### src/shared/urx_pkg.sv
// shared constants and types of the receive format and baud divisor block
package urx_pkg;
  localparam int URX_AW     = 8;
  localparam int URX_DIVI_W = 16;
  localparam int URX_DIVF_W = 6;
  localparam int URX_DATA_W = 8;
  localparam int URX_WORD_W = 10;
  localparam int URX_DEPTH  = 16;
  // register byte offsets
  localparam logic [7:0] URX_OFS_LINE = 8'h1c;
  localparam logic [7:0] URX_OFS_DIVI = 8'h24;
  localparam logic [7:0] URX_OFS_DIVF = 8'h28;
  localparam logic [7:0] URX_OFS_CTRL = 8'h30;
  localparam logic [7:0] URX_OFS_DATA = 8'h34;
  localparam logic [7:0] URX_OFS_STAT = 8'h38;
  // line control field positions
  localparam int URX_LC_PEN  = 1;
  localparam int URX_LC_EPS  = 2;
  localparam int URX_LC_STP2 = 3;
  localparam int URX_LC_FEN  = 4;
  localparam int URX_LC_WLEN = 5;
  localparam int URX_LC_SPS  = 7;
  // control, status and data word field positions
  localparam int URX_CT_OVS   = 0;
  localparam int URX_ST_EMPTY = 0;
  localparam int URX_ST_FULL  = 1;
  localparam int URX_ST_OVR   = 2;
  localparam int URX_ST_BUSY  = 3;
  localparam int URX_DW_FERR  = 8;
  localparam int URX_DW_PERR  = 9;
  // values after reset
  localparam logic [7:0]  URX_LC_RST   = 8'h00;
  localparam logic [15:0] URX_DIVI_RST = 16'h0000;
  localparam logic [5:0]  URX_DIVF_RST = 6'h00;
  localparam logic        URX_OVS_RST  = 1'b0;
  // last sample index of a bit period for 16x and 8x oversampling
  localparam logic [3:0]  URX_OSR16_MAX = 4'hf;
  localparam logic [3:0]  URX_OSR8_MAX  = 4'h7;
  typedef enum logic [2:0] {
    URX_IDLE  = 3'b000,
    URX_START = 3'b001,
    URX_DATA  = 3'b010,
    URX_PAR   = 3'b011,
    URX_STOP1 = 3'b100,
    URX_STOP2 = 3'b101
  } urx_state_t;
endpackage
### src/shared/urx_fifo_if.sv
// handshake bundle between the receiver and its character FIFO
`timescale 1ns/1ps
`default_nettype none
interface urx_fifo_if #(parameter int W = 10);
  logic         push_valid;
  logic         push_ready;
  logic [W-1:0] push_data;
  logic         pop_valid;
  logic         pop_ready;
  logic [W-1:0] pop_data;
  modport src  (output push_valid, push_data, pop_ready,
                input  push_ready, pop_valid, pop_data);
  modport fifo (input  push_valid, push_data, pop_ready,
                output push_ready, pop_valid, pop_data);
endinterface
`default_nettype wire

### src/hdl/urx_fifo.sv
// first-in first-out buffer of received characters
`timescale 1ns/1ps
`default_nettype none
module urx_fifo #(
  parameter int W = 10,
  parameter int D = 16
) (
  input  wire logic clk,
  input  wire logic reset_n,
  urx_fifo_if.fifo  f
);
  localparam int AW = $clog2(D);
  localparam logic [AW:0] DCNT = (AW+1)'(D);
  if (D < 2 || (D & (D - 1)) != 0) begin : g_chk
    $error("fifo depth must be a power of two of at least 2");
  end
  typedef struct packed {
    logic [AW-1:0] wp;
    logic [AW-1:0] rp;
    logic [AW:0]   cnt;
  } urx_fifo_st_t;
  urx_fifo_st_t q;
  urx_fifo_st_t n;
  logic         wr;
  logic         rd;
  always_comb begin
    n  = q;
    wr = f.push_valid && f.push_ready;
    rd = f.pop_valid && f.pop_ready;
    if (wr) begin
      n.wp = q.wp + 1'b1;
    end
    if (rd) begin
      n.rp = q.rp + 1'b1;
    end
    if (wr && !rd) begin
      n.cnt = q.cnt + 1'b1;
    end else if (rd && !wr) begin
      n.cnt = q.cnt - 1'b1;
    end
  end
  always_ff @(posedge clk) begin
    if (!reset_n) begin
      q <= '0;
    end else begin
      q <= n;
    end
  end
  assign f.push_ready = (q.cnt != DCNT);
  assign f.pop_valid  = (q.cnt != '0);
  // read address is the next-cycle read pointer so the head word is always ready
  urx_mem #(.W(W), .D(D)) u_mem (
    .clk     (clk),
    .reset_n (reset_n),
    .we      (wr),
    .waddr   (q.wp),
    .wdata   (f.push_data),
    .raddr   (n.rp),
    .rdata   (f.pop_data)
  );
endmodule
`default_nettype wire

### src/hdl/urx_mem.sv
// small register-file memory with registered, write-through read data
`timescale 1ns/1ps
`default_nettype none
module urx_mem #(
  parameter int W = 10,
  parameter int D = 16
) (
  input  wire logic                 clk,
  input  wire logic                 reset_n,
  input  wire logic                 we,
  input  wire logic [$clog2(D)-1:0] waddr,
  input  wire logic [W-1:0]         wdata,
  input  wire logic [$clog2(D)-1:0] raddr,
  output var  logic [W-1:0]         rdata
);
  if (W < 1 || D < 2) begin : g_chk
    $error("memory needs a width of at least 1 and a depth of at least 2");
  end
  typedef struct packed {
    logic [D-1:0][W-1:0] m;
    logic [W-1:0]        q;
  } urx_mem_st_t;
  urx_mem_st_t s;
  urx_mem_st_t n;
  always_comb begin
    n = s;
    if (we) begin
      n.m[waddr] = wdata;
    end
    // bypass so a word written into an empty slot shows next cycle
    n.q = (we && waddr == raddr) ? wdata : s.m[raddr];
  end
  always_ff @(posedge clk) begin
    if (!reset_n) begin
      s <= '0;
    end else begin
      s <= n;
    end
  end
  assign rdata = s.q;
endmodule
`default_nettype wire

### src/hdl/urx_rx_format.sv
// serial receiver with programmable frame format and baud divisor
// Operation
// RULE1: parity is checked only when parity enable is set; polarity matters then.
// RULE2: odd polarity accepts an odd count of ones in data and parity.
// RULE3: even polarity accepts an even count of ones in data and parity.
// RULE4: two-stop select clear expects one stop bit, set checks two.
// RULE5: FIFO enable clear gives a single holding stage, set uses the FIFO.
// RULE6: word length field selects five to eight data bits.
// RULE7: stick parity expects constant parity: zero for even, one for odd.
// RULE8: oversample select clear divides each bit into sixteen samples.
// RULE9: oversample select set divides each bit into eight samples.
// RULE10: integer divisor is sixteen bits in the integer divisor register.
// RULE11: new divisor values apply only after the current character ends.
// RULE12: fractional divisor is six bits, zero after reset.
// RULE13: low stop bit flags framing error; parity mismatch flags parity error.
`timescale 1ns/1ps
`default_nettype none
module urx_rx_format #(
  parameter int DEPTH = urx_pkg::URX_DEPTH
) (
  input  wire logic                      clk,
  input  wire logic                      reset_n,
  input  wire logic [urx_pkg::URX_AW-1:0] addr,
  input  wire logic [31:0]               wr_data,
  input  wire logic                      wr_en,
  input  wire logic                      rd_en,
  output var  logic [31:0]               rd_data,
  input  wire logic                      rx_line,
  output var  logic                      rx_busy
);
  import urx_pkg::*;

  if (DEPTH < 2 || (DEPTH & (DEPTH - 1)) != 0) begin : g_chk
    $error("receive fifo depth must be a power of two of at least 2");
  end

  typedef struct packed {
    logic [7:0]            lc;
    logic [URX_DIVI_W-1:0] divi;
    logic [URX_DIVF_W-1:0] divf;
    logic                  osel;
    logic                  ovr;
    logic [URX_DIVI_W-1:0] a_divi;
    logic [URX_DIVF_W-1:0] a_divf;
    logic                  a_os;
    logic [7:0]            fm;
    logic [1:0]            sync;
    urx_state_t            st;
    logic [URX_DIVI_W-1:0] bcnt;
    logic [URX_DIVF_W-1:0] acc;
    logic [3:0]            sc;
    logic [2:0]            bi;
    logic [URX_DATA_W-1:0] sh;
    logic                  pbit;
    logic                  ferr;
    logic                  pv;
    logic [URX_WORD_W-1:0] pd;
    logic [31:0]           rdq;
    logic                  busy;
  } urx_top_st_t;

  urx_top_st_t           q;
  urx_top_st_t           n;
  logic                  line;
  logic                  tick;
  logic                  samp;
  logic                  fin;
  logic                  push_ok;
  logic                  pop;
  logic [3:0]            om;
  logic [2:0]            lmax;
  logic [URX_DIVF_W:0]   fsum;

  urx_fifo_if #(.W(URX_WORD_W)) fq ();

  urx_fifo #(.W(URX_WORD_W), .D(DEPTH)) u_fifo (
    .clk     (clk),
    .reset_n (reset_n),
    .f       (fq.fifo)
  );

  // parity error of a finished character under the latched format
  function automatic logic par_err(input logic [7:0] fm,
                                   input logic [7:0] d,
                                   input logic       p);
    logic x;
    x = ^{d, p};
    if (!fm[URX_LC_PEN]) begin
      par_err = 1'b0; // RULE1
    end else if (fm[URX_LC_SPS]) begin
      par_err = (p != ~fm[URX_LC_EPS]); // RULE7
    end else if (fm[URX_LC_EPS]) begin
      par_err = x; // RULE3
    end else begin
      par_err = ~x; // RULE2
    end
  endfunction

  function automatic logic [3:0] osr_max(input logic os);
    osr_max = os ? URX_OSR8_MAX : URX_OSR16_MAX; // RULE8 RULE9
  endfunction

  always_comb begin
    n      = q;
    fin    = 1'b0;
    n.pv   = 1'b0;
    n.sync = {q.sync[0], rx_line};
    line   = q.sync[1];
    om     = osr_max(q.a_os);
    lmax   = {1'b1, q.fm[URX_LC_WLEN+1:URX_LC_WLEN]}; // RULE6
    tick   = (q.st != URX_IDLE) && (q.bcnt == '0);
    samp   = tick && (q.sc == om);
    fsum   = {1'b0, q.acc} + {1'b0, q.a_divf};
    // fractional carry stretches one sample period by a cycle
    if (q.st != URX_IDLE) begin
      if (tick) begin
        n.acc  = fsum[URX_DIVF_W-1:0]; // RULE12
        n.bcnt = q.a_divi - 16'h0001 + {15'h0000, fsum[URX_DIVF_W]};
        n.sc   = samp ? 4'h0 : q.sc + 4'h1;
      end else begin
        n.bcnt = q.bcnt - 16'h0001;
      end
    end
    case (q.st)
      URX_IDLE: begin
        // divisor and format are captured here and frozen for the frame
        if (!line && q.divi != '0) begin
          n.st     = URX_START;
          n.a_divi = q.divi; // RULE11
          n.a_divf = q.divf; // RULE11
          n.a_os   = q.osel;
          n.fm     = q.lc;
          n.bcnt   = q.divi - 16'h0001;
          n.acc    = '0;
          n.sc     = 4'h0;
          n.bi     = 3'h0;
          n.sh     = '0;
          n.pbit   = 1'b0;
          n.ferr   = 1'b0;
        end
      end
      URX_START: begin
        // mid-start check rejects glitches shorter than half a bit
        if (tick && q.sc == (om >> 1)) begin
          n.sc = 4'h0;
          n.st = line ? URX_IDLE : URX_DATA;
        end
      end
      URX_DATA: begin
        if (samp) begin
          n.sh[q.bi] = line;
          if (q.bi == lmax) begin // RULE6
            n.st = q.fm[URX_LC_PEN] ? URX_PAR : URX_STOP1; // RULE1
          end else begin
            n.bi = q.bi + 3'h1;
          end
        end
      end
      URX_PAR: begin
        if (samp) begin
          n.pbit = line;
          n.st   = URX_STOP1;
        end
      end
      URX_STOP1: begin
        if (samp) begin
          n.ferr = !line; // RULE13
          if (q.fm[URX_LC_STP2]) begin
            n.st = URX_STOP2; // RULE4
          end else begin
            fin = 1'b1;
          end
        end
      end
      URX_STOP2: begin
        if (samp) begin
          n.ferr = q.ferr | !line; // RULE13
          fin    = 1'b1;
        end
      end
      default: begin
        n.st = URX_IDLE;
      end
    endcase
    if (fin) begin
      n.st = URX_IDLE;
      n.pv = 1'b1;
      n.pd = {par_err(q.fm, q.sh, q.pbit), n.ferr, q.sh}; // RULE13
    end
    // character mode takes a new word only into an empty stage
    push_ok = q.pv && fq.push_ready
              && (q.fm[URX_LC_FEN] || !fq.pop_valid); // RULE5
    pop = rd_en && (addr == URX_OFS_DATA);
    if (wr_en) begin
      if (addr == URX_OFS_LINE) begin
        n.lc = wr_data[7:0];
      end else if (addr == URX_OFS_DIVI) begin
        n.divi = wr_data[URX_DIVI_W-1:0]; // RULE10
      end else if (addr == URX_OFS_DIVF) begin
        n.divf = wr_data[URX_DIVF_W-1:0]; // RULE12
      end else if (addr == URX_OFS_CTRL) begin
        n.osel = wr_data[URX_CT_OVS];
      end else if (addr == URX_OFS_STAT) begin
        if (wr_data[URX_ST_OVR]) begin
          n.ovr = 1'b0;
        end
      end
    end
    // a lost character sets overrun even against a clear in the same cycle
    if (q.pv && !push_ok) begin
      n.ovr = 1'b1;
    end
    n.rdq = 32'h0000_0000;
    if (rd_en) begin
      if (addr == URX_OFS_LINE) begin
        n.rdq = {24'h00_0000, q.lc};
      end else if (addr == URX_OFS_DIVI) begin
        n.rdq = {16'h0000, q.divi};
      end else if (addr == URX_OFS_DIVF) begin
        n.rdq = {26'h000_0000, q.divf};
      end else if (addr == URX_OFS_CTRL) begin
        n.rdq = {31'h0000_0000, q.osel};
      end else if (addr == URX_OFS_DATA) begin
        if (fq.pop_valid) begin
          n.rdq = {22'h00_0000, fq.pop_data};
        end
      end else if (addr == URX_OFS_STAT) begin
        // character mode shows its single stage full once it holds a word
        n.rdq = {28'h000_0000, q.busy, q.ovr,
                 !fq.push_ready
                 || (!q.fm[URX_LC_FEN] && fq.pop_valid), // RULE5
                 !fq.pop_valid};
      end
    end
    n.busy = (n.st != URX_IDLE);
  end

  always_ff @(posedge clk) begin
    if (!reset_n) begin
      q      <= '0;
      q.lc   <= URX_LC_RST;
      q.divi <= URX_DIVI_RST;
      q.divf <= URX_DIVF_RST; // RULE12
      q.osel <= URX_OVS_RST;
    end else begin
      q <= n;
    end
  end

  assign fq.push_valid = q.pv && (q.fm[URX_LC_FEN] || !fq.pop_valid);
  assign fq.push_data  = q.pd;
  assign fq.pop_ready  = pop;
  assign rd_data       = q.rdq;
  assign rx_busy       = q.busy;
endmodule
`default_nettype wire

### config.mk
export PLATFORM = sky130hd
export DESIGN_NAME = urx_rx_format
export DESIGN_NICKNAME = d
export VERILOG_FILES = /design/src/shared/urx_pkg.sv /design/src/shared/urx_fifo_if.sv /design/src/hdl/urx_fifo.sv /design/src/hdl/urx_mem.sv /design/src/hdl/urx_rx_format.sv
export SDC_FILE = /design/constraint.sdc
export NUM_CORES = 1
export LEC_CHECK = 0
export ABC_AREA = 1
export BUFFER_PORTS_ARGS = -buffer_cell sky130_fd_sc_hd__clkbuf_2
export CORE_MARGIN = 4
export CORE_UTILIZATION = 60
export CTS_CLUSTER_SIZE = 28
export DETAILED_ROUTE_END_ITERATION = 16
export PLACE_DENSITY = 0.86
export SLEW_MARGIN = 20
export SYNTH_ARGS = -nofsm -noshare
export SYNTH_HDL_FRONTEND = slang
export SYNTH_HIERARCHICAL = 1
export SYNTH_SLANG_ARGS = --single-unit
### constraint.sdc
create_clock -name clk -period 3.3 [get_ports clk]
set_input_delay 0.33 -clock clk [delete_from_list [all_inputs] [get_ports clk]]
set_output_delay 0.33 -clock clk [all_outputs]
set_load 0.02 [all_outputs]
# Yosys cells after proc, flatten, opt, wreduce, memory -nomap -nowiden
# Cells that the tools add are included.
classes:
  n_reduce_logical: 51
  magnitude_cmp: 5
  n_eq_ne: 25
  n_mux: 62
  n_bitwise: 8
  n_addsub: 11
ops:
  columns: ["cell", "count"]
  rows:
  - ["$bwmux 160", 1]
  - ["$mux 10", 7]
  - ["$mux 16", 3]
  - ["$sub 16x1->16 const B", 3]
  - ["$mux 42", 1]
  - ["$bmux 10 s4", 1]
  - ["$demux 10 s4", 1]
  - ["$eq 8x6->1 const B", 5]
  - ["$mux 3", 9]
  - ["$mux 26", 1]
  - ["$mux 11", 2]
  - ["$mux 22", 1]
  - ["$pmux 11 s2", 1]
  - ["$mux 4", 5]
  - ["$mux 1", 18]
  - ["$pmux 3 s6", 1]
  - ["$logic_and 1x1->1", 17]
  - ["$add 16x1->16", 1]
  - ["$logic_not 16->1", 1]
  - ["$reduce_bool 16->1", 1]
  - ["$add 4x1->4 const B", 3]
  - ["$reduce_bool 2->1", 6]
  - ["$lt 4x5->1 const B", 2]
  - ["$mux 5", 2]
  - ["40 further kinds", 69]
word_totals:
  inputBits: 45
  register_bits: 334
  word_cells: 206
  out_inout_bits: 33

# Depth between registers and ports, before layout
# Gate-level depths: netlist (run 1).
depth:
  depth_word: 10
  mapped_depth: 20
  mapped_depth_nobuf: 19

# Cells and area by module
# Netlist (run 1), hierarchy kept.
by_module_without_submodules:
  columns: ["module", "area_per_inst_um2", "seq_area_each_um2", "cells_per_inst", "instances"]
  rows:
  - ["urx_mem", 7897.6, 3403.3, 1162, 1]
  - ["urx_rx_format", 7252.0, 2682.6, 1079, 1]
  - ["urx_fifo", 828.3, 260.2, 113, 1]

# Worst setup path before layout (run 1)
# Ideal clock, no wire load.
synth_timing:
  path_type: "flip-flop to flip-flop"
  from: "register u_fifo/q[0] (netlist name)"
  to: "register u_fifo/q[3] (netlist name)"
  arrival_ps: 2379
  n_path_buf: 0
  setup_ps: 109
  t_required_ps: 3191
  stages_incl_launch_ff: 15
  setup_slack_ps: 812
  path_cell_list: "dfxtp_1 -> nor2_4 -> nand3_4 -> a21boi_0 -> nand2_4 -> inv_2 -> ha_1 -> inv_1 -> ha_1 -> a21oi_1 -> nand2_1 -> nand2_1 -> nand3_1 -> nand2_1 -> inv_1"
synth_between:
  elab_chain_len: 8
  word_cells_on_any_way: 16
  classes_between: "2 x add/sub; 1 x eq/ne; 2 x mux; 11 x reduce/logical"
synth_rtl:
  columns: ["element", "line_no", "text"]
  rows:
  - ["start: declaration", "urx_fifo.sv:22", "urx_fifo_st_t q;"]
  - ["start signal: assignment", "urx_fifo.sv:46", "q <= n;"]
  - ["$reduce_bool 5->1 *", "urx_fifo.sv:50", "assign f.pop_valid = (q.cnt != '0);"]
  - ["named net fq.pop_valid", "urx_fifo_if.sv:8", "logic pop_valid;"]
  - ["$logic_not 1->1 *", "urx_rx_format.sv:250", "assign fq.push_valid = q.pv && (q.fm[URX_LC_FEN] || !fq.pop_valid);"]
  - ["$logic_or 1x1->1 *", "urx_rx_format.sv:250", null]
  - ["$logic_and 1x1->1 *", "urx_rx_format.sv:250", null]
  - ["named net fq.push_valid", "urx_fifo_if.sv:5", "logic push_valid;"]
  - ["$logic_and 1x1->1 *", "urx_fifo.sv:28", "wr = f.push_valid && f.push_ready;"]
  - ["named net u_fifo.wr", "urx_fifo.sv:24", "logic wr;"]
  - ["$logic_not 1->1", "urx_fifo.sv:38", "end else if (rd && !wr) begin"]
  - ["$logic_and 1x1->1", "urx_fifo.sv:38", null]
  - ["$reduce_bool 2->1 (no line)", null, null]
# The timed path passes the listed nets; every way through them passes the cells marked *. The select of a mux whose other input is x is not followed.
# A chain may end at the register's enable or synchronous reset.

# Worst setup path after layout (run 1)
layout_timing:
  from: "register q[127] (netlist name)"
  to: "register q[96] (netlist name)"
layout_between:
  elab_chain_len: 3
layout_rtl:
  columns: ["element", "line_no", "text"]
  rows:
  - ["start: declaration", "urx_rx_format.sv:62", "urx_top_st_t q;"]
  - ["start signal: assignment", "urx_rx_format.sv:246", "q <= n;"]
  - ["$reduce_bool 16->1", "urx_rx_format.sv:127", "if (!line && q.divi != '0) begin"]
  - ["$logic_and 1x1->1", "urx_rx_format.sv:127", null]
  - ["$reduce_and 2->1 (no line)", null, null]
# Every way passes these cells.

==> out/metrics.csv, run 1 <==
metric,value,unit
GRT Total Usage,28.3,%
Final Max Slew Viols,0,
Final setup viols,0,
Clock transition at path regs,0.06,ns
Sinks on Clock Net,317,
Tcrit/Tclk final,91.2,%
Worst Hold Launch,wr_data[14],
MaxCap Viol Count,0,
share of flip-flops with an asynchronous set or reset,0,%
row count,59,
most frequent cell after synthesis,nand2_1,
Pint,6.34,mW
Num CTS Buffers,35,
DR vias,15200,
Initial Util,61.1,%
crit path to,q[96],
status,finished clean,
CP required,3.65,ns
syn_area_per_cell,6.79,µm²
Layout Nets,2383,
Clock Skew,0.0392,ns
fmax,332,MHz
final estimated routing congestion in global placement,0.912,
"Max FO, Critical Path",14,
YS warnings,6,
WL final,42.1,mm
post-CTS setup buffer count,0,
Slew HR,40.7,%
reg-to-reg startpoint,q[127],
Filler cells,2219,
Synth Cell Area,16000,µm²
post-placement setup slack,0.244,ns
full die area,29300,µm²
most used flip-flop cell after synthesis,dfxtp_1,
CTS root buf,clkbuf_16,
Post-synth top cells,"nand2_1, inv_1, dfxtp_1",
Final ANT Viol Nets,0,
number of I/O pins,78,
RSZ-0062 raised after global routing,false,
maximum VDD drop,0.000416,V
CTS max path bufs,3,
Die Span Y,171,µm
"setup slack, reg-to-reg",0.29,ns
Startpoint Class,flop,
initial antenna violation count,0,
vias in the first global route,14100,
switching part of the total power,24.5,%
global-route wire length before repair,68.7,mm
CP arrival,3.36,ns
cell depth of the worst hold path,3,
core area,26100,µm²
Port Buffer Count,45,
fin crit period,3.01,ns
Setup TNS,0,ns
sequential element share of the synthesized area,39.7,%
largest area contributor in the netlist,dfxtp_1,
worst reg2reg endpoint,q[96],
worst-case reg-to-reg path depth,9,
LEAKAGE,7.48,nW
Comb pwr share,8.0,%
Mapped Cells,2354,
number of distinct library cells after synthesis,49,
area share of the largest cell type after synthesis,39.7,%
Clk pwr share,45.7,%
min-delay worst type,input port to flop,
Vias per Instance,5.68,
fraction of layout cells with a size suffix above 1,7.48,%
pin count of the biggest net entering global routing,77,
"top cells by area, synth","dfxtp_1, nand2_1, a21oi_1",
CTS tree,done,
Congestion Overflow GR,0,
P&R area growth vs syn,7.35,%
crit path from,q[127],
Worst-Skew Late Latency,0.53,ns
"FF+latch count, synth",317,
Fin. Hold Viols,0,
worst slew pin tran,0.888,ns
Net Sw Power,2.05,mW
Final Worst Setup Slack,0.290,ns
P per Cell Area,489,nW/µm²
chip width,171,µm
routed wire length per instance,15.7,µm
Post-synth EDFFs,0,
# diodes,0,
DRC,0,
Iter 0 DRT Violations,1857,
Pre-Repair DR Iteration Count,8,
Reg power frac,46.3,%
CP endpoint kind,flop,
post-DP HPWL,28.2,mm
Crit Path Class,flop to flop,
# H-tree levels,2,
[area by class of cell]
| type | count | area, µm² | area share, % |
|---|---|---|---|
| Tap cell | 335 | 419 | 2.44 |
| Multi-Input combinational cell | 1541 | 7470 | 43.6 |
| Inverter | 348 | 1310 | 7.64 |
| Timing Repair Buffer | 74 | 477 | 2.78 |
| Clock buffer | 49 | 990 | 5.77 |
| Sequential cell | 317 | 6350 | 37.0 |
| Clock inverter | 12 | 138 | 0.802 |
[worst max-delay path, cell delays in order, from the launching register on]
cell	delay, ns
dfxtp_1	0.53
inv_1	0.17
ha_1	0.26
nand2_1	0.14
nor2_2	0.09
nand3b_1	0.21
nand3_2	0.37
buf_4	0.34
o21ai_0	0.63
a21oi_1	0.09
[worst min path at each step]
stage	endpoint	slack, ns
6_report	q[141]	0.08
2_1_floorplan	line	0.39
4_1_cts	q[141]	0.08
5_1_grt	q[141]	0.09
3_3_place_gp	line	0.40
3_5_place_dp	line	0.40
[logic make-up after synthesis]
group | after synthesis | share of synthesized area [%]
adder cells (fa/ha/maj) | 21 | 1.74
multiplexers | 1 | 0.0705
flip-flops | 317 | 39.7
AO/OA/AOI/OAI | 553 | 17.9
other | 1 | 0.0235
buffers and inverters | 511 | 13.9
AND/OR/NAND/NOR | 916 | 24.8
XOR/XNOR | 34 | 1.86
[sequential cells by signal, indices dropped and copies added (netlist names)]
signal and flops:
u_fifo/u_mem/s 160, q 103, rd_data 16, u_fifo/q 13, fq.push_data 10, u_fifo/u_mem/rdata 10
lmax 2, line 1, n 1, rx_busy 1
[layout by cell type (no fill, tap or decap), drive strengths merged, types with 11 or more instances in the layout]
master,Yosys,final
nor3,13,13
a21oi,254,254
xor2,27,27
nand4,11,11
o21ai,269,269
nor2,197,197
nand2,458,458
conb,1,16
clkinv,7,11
ha,19,19
inv,341,342
nand3,230,230
clkbuf,60,93
buf,103,29
dfxtp,317,317
[metal layers]
layer	global-route usage [%]	routed length [µm]
met1	38.5	17700
met5	0	0
met4	11.5	1640
met3	5.06	3760
met2	44.7	19000
[per-stage QoR]
| step | area, µm² | power, mW | hold slack (ns) | utilization (%) | cells |
|---|---|---|---|---|---|
| after floorplan | 16000 | 4.49 | 0.390 | - | 2369 |
| after global placement | 16000 | 4.62 | 0.397 | 61.3 | 2614 |
| after detailed placement | 16000 | 4.62 | 0.403 | 61.3 | 2614 |
| after CTS | 17200 | 8.41 | 0.0778 | 65.6 | 2676 |
| after global routing | 17200 | 8.67 | 0.0907 | 65.6 | 2676 |
| final | 17200 | 8.39 | 0.0812 | 65.6 | 2676 |
[what timing repair did]
| item | 4_1_cts | 5_1_grt |
|---|---|---|
| endpoints found under the hold margin | 1 | 0 |
| endpoints found under the setup margin | 0 | 0 |
| gates resized for setup | 0 | 0 |
| hold buffers | 1 | 0 |
[power by group through the flow]
stage          Sequential, mW  Combinational (mW)  Clock [mW]
2_1_floorplan            3.96               0.531           0
3_3_place_gp             3.97               0.646           0
3_5_place_dp             3.97               0.654           0
4_1_cts                  3.89               0.661        3.87
5_1_grt                  3.89               0.759        4.02
6_report                 3.89               0.671        3.83
No activity file was read; power rests on OpenSTA's default activity.
==> run 2: changes to the inputs <==
Settings changed: MAX_ROUTING_LAYER from default to met4.
==> out/metrics.csv, run 2 (synthesized netlist as in run 1, its figures left out) <==
metric,value,unit,change
status,finished clean,,unchanged
DRC,0,,unchanged
Crit Path Class,flop to flop,,unchanged
met1 Track Usage GR,38.1,%,was 38.5%
Port Buffer Count,45,,unchanged
routed wire length per instance,16.0,µm,was 15.7 µm
maximum VDD drop,0.000530,V,was 0.000416 V
Clock transition at path regs,0.06,ns,about the same
vias in the first global route,14000,,was 14100
pin count of the biggest net entering global routing,80,,was 77
crit path from,q[127],,unchanged
Slew HR,37.4,%,was 40.7%
fraction of layout cells with a size suffix above 1,7.39,%,was 7.48%
full die area,29300,µm²,unchanged
busiest grt layer,met2,,unchanged
CP endpoint kind,flop,,unchanged
CTS max path bufs,3,,unchanged
fmax,338,MHz,was 332 MHz
RSZ-0062 raised after global routing,false,,unchanged
Final ANT Viol Nets,0,,unchanged
fin crit period,2.95,ns,was 3.01 ns
chip width,171,µm,unchanged
number of I/O pins,78,,unchanged
Final Worst Setup Slack,0.345,ns,was 0.290 ns
WL final,42.7,mm,was 42.1 mm
Vias per Instance,5.64,,was 5.68
Pwr Total,8.52,mW,was 8.39 mW
worst slew pin tran,0.938,ns,was 0.888 ns
met2 Use GR,47.0,%,was 44.7%
Final setup viols,0,,unchanged
row count,59,,unchanged
Fin. Hold Viols,0,,unchanged
max reg flops,160,,unchanged
# H-tree levels,2,,unchanged
worst-case reg-to-reg path depth,9,,unchanged
Biggest register,u_fifo/u_mem/s,,unchanged
Setup TNS,0,ns,unchanged
Pre-Repair DR Iteration Count,6,,was 8
"Max FO, Critical Path",35,,was 14
Startpoint Class,flop,,unchanged
post-DP HPWL,28.3,mm,was 28.2 mm
"commonest cells after routing, fill and taps aside","nand2_1, inv_1, dfxtp_1",,unchanged
worst reg2reg endpoint,q[96],,unchanged
Congestion Overflow GR,0,,unchanged
CP required,3.68,ns,was 3.65 ns
post-placement setup slack,0.299,ns,was 0.244 ns
Worst-Skew Late Latency,0.54,ns,was 0.53 ns
final estimated routing congestion in global placement,0.910,,was 0.912
Iter 0 DRT Violations,1751,,was 1857
"setup slack, reg-to-reg",0.35,ns,was 0.29 ns
P per Cell Area,496,nW/µm²,was 489 nW/µm²
GRT Total Usage,29.2,%,was 28.3%
DR vias,15100,,was 15200
CTS root buf,clkbuf_16,,unchanged
"commonest non-fill, non-tap cell in the layout",nand2_1,,unchanged
met3 global-route usage,4.30,%,was 5.06%
min-delay worst type,input port to flop,,unchanged
MaxCap Viol Count,0,,unchanged
P&R area growth vs syn,7.57,%,was 7.35%
# diodes,0,,unchanged
crit path to,q[96],,unchanged
core area,26100,µm²,unchanged
reg-to-reg startpoint,q[127],,unchanged
Die Span Y,171,µm,unchanged
Sinks on Clock Net,317,,unchanged
CTS tree,done,,unchanged
Final Max Slew Viols,0,,unchanged
initial antenna violation count,0,,unchanged
global-route wire length before repair,68.8,mm,was 68.7 mm
CP arrival,3.33,ns,was 3.36 ns
Clock Skew,0.0255,ns,was 0.0392 ns
LEAKAGE,7.52,nW,was 7.48 nW
Initial Util,61.1,%,unchanged
Num CTS Buffers,35,,unchanged
Layout Nets,2380,,was 2383
Tcrit/Tclk final,89.5,%,was 91.2%
==> run 2: changes by cell type in the layout (fill, tap and decap cells not counted), moves of 2 or more <==
cell / delta
clkinvlp_4: -5
buf_4: -5
buf_12: +2
inv_16: +2
clkinv_2: +3
==> run 2: power by group <==
group          leakage (nW)  switching (mW)  internal (mW)
Combinational          4.39           0.458          0.219
Sequential             2.55          0.0303           3.86
Clock                 0.574            1.62           2.34
Total                  7.52            2.10           6.42
==> run 2: layer usage <==
layer | up-vias | part of all wire [%] | wire (µm)
li1 | 7408 | - | -
met3 | 104 | 8.1 | 3440
met4 | 0 | 3.0 | 1300
met1 | 6967 | 43 | 18300
met2 | 601 | 46 | 19600
met5 | - | 0 | 0
==> run 2: worst min path at each step <==
stage / start / to / slack, ns / cells past startpoint
global placement: n[87] / line / 0.40 / 2
floorplan: n[87] / line / 0.39 / 2
finish: wr_data[14] / q[141] / 0.08 / 3
CTS: wr_data[14] / q[141] / 0.07 / 3
global route: wr_data[0] / q[120] / 0.1 / 3
detailed placement: n[87] / line / 0.40 / 2
==> run 2: per-stage QoR <==
step | utilization (%) | instance area [µm²] | cells | hold WS, ns
final | 65.8 | 17200 | 2675 | 0.0789
after floorplan | - | 16000 | 2369 | 0.390
after global routing | 65.8 | 17200 | 2675 | 0.0954
after detailed placement | 61.3 | 16000 | 2611 | 0.402
after CTS | 65.8 | 17200 | 2675 | 0.0734
after global placement | 61.3 | 16000 | 2611 | 0.401
==> run 2: critical path: stages (launching register included) <==
cell	delay (ns)
dfxtp_1	0.52
inv_1	0.18
ha_1	0.26
nand2_1	0.15
nor2_2	0.09
nand3b_1	0.22
nand3_2	0.35
buf_12	0.30
o21ai_0	0.64
a21oi_1	0.08
==> run 2: timing repair <==
| item | CTS | global route |
|---|---|---|
| setup buffers | 0 | 0 |
| hold endpoints to repair | 1 | 0 |
| gates resized for setup | 0 | 0 |
| hold buffers | 1 | 0 |
==> run 2: cell type report <==
type | count | area (µm²)
sequential | 317 | 6350
inverter | 348 | 1310
timing repair buffer | 71 | 479
fill | 2193 | 8940
tap | 335 | 419
clock inverter | 13 | 178
clock buffer | 50 | 982
multi-input combinational | 1541 | 7470
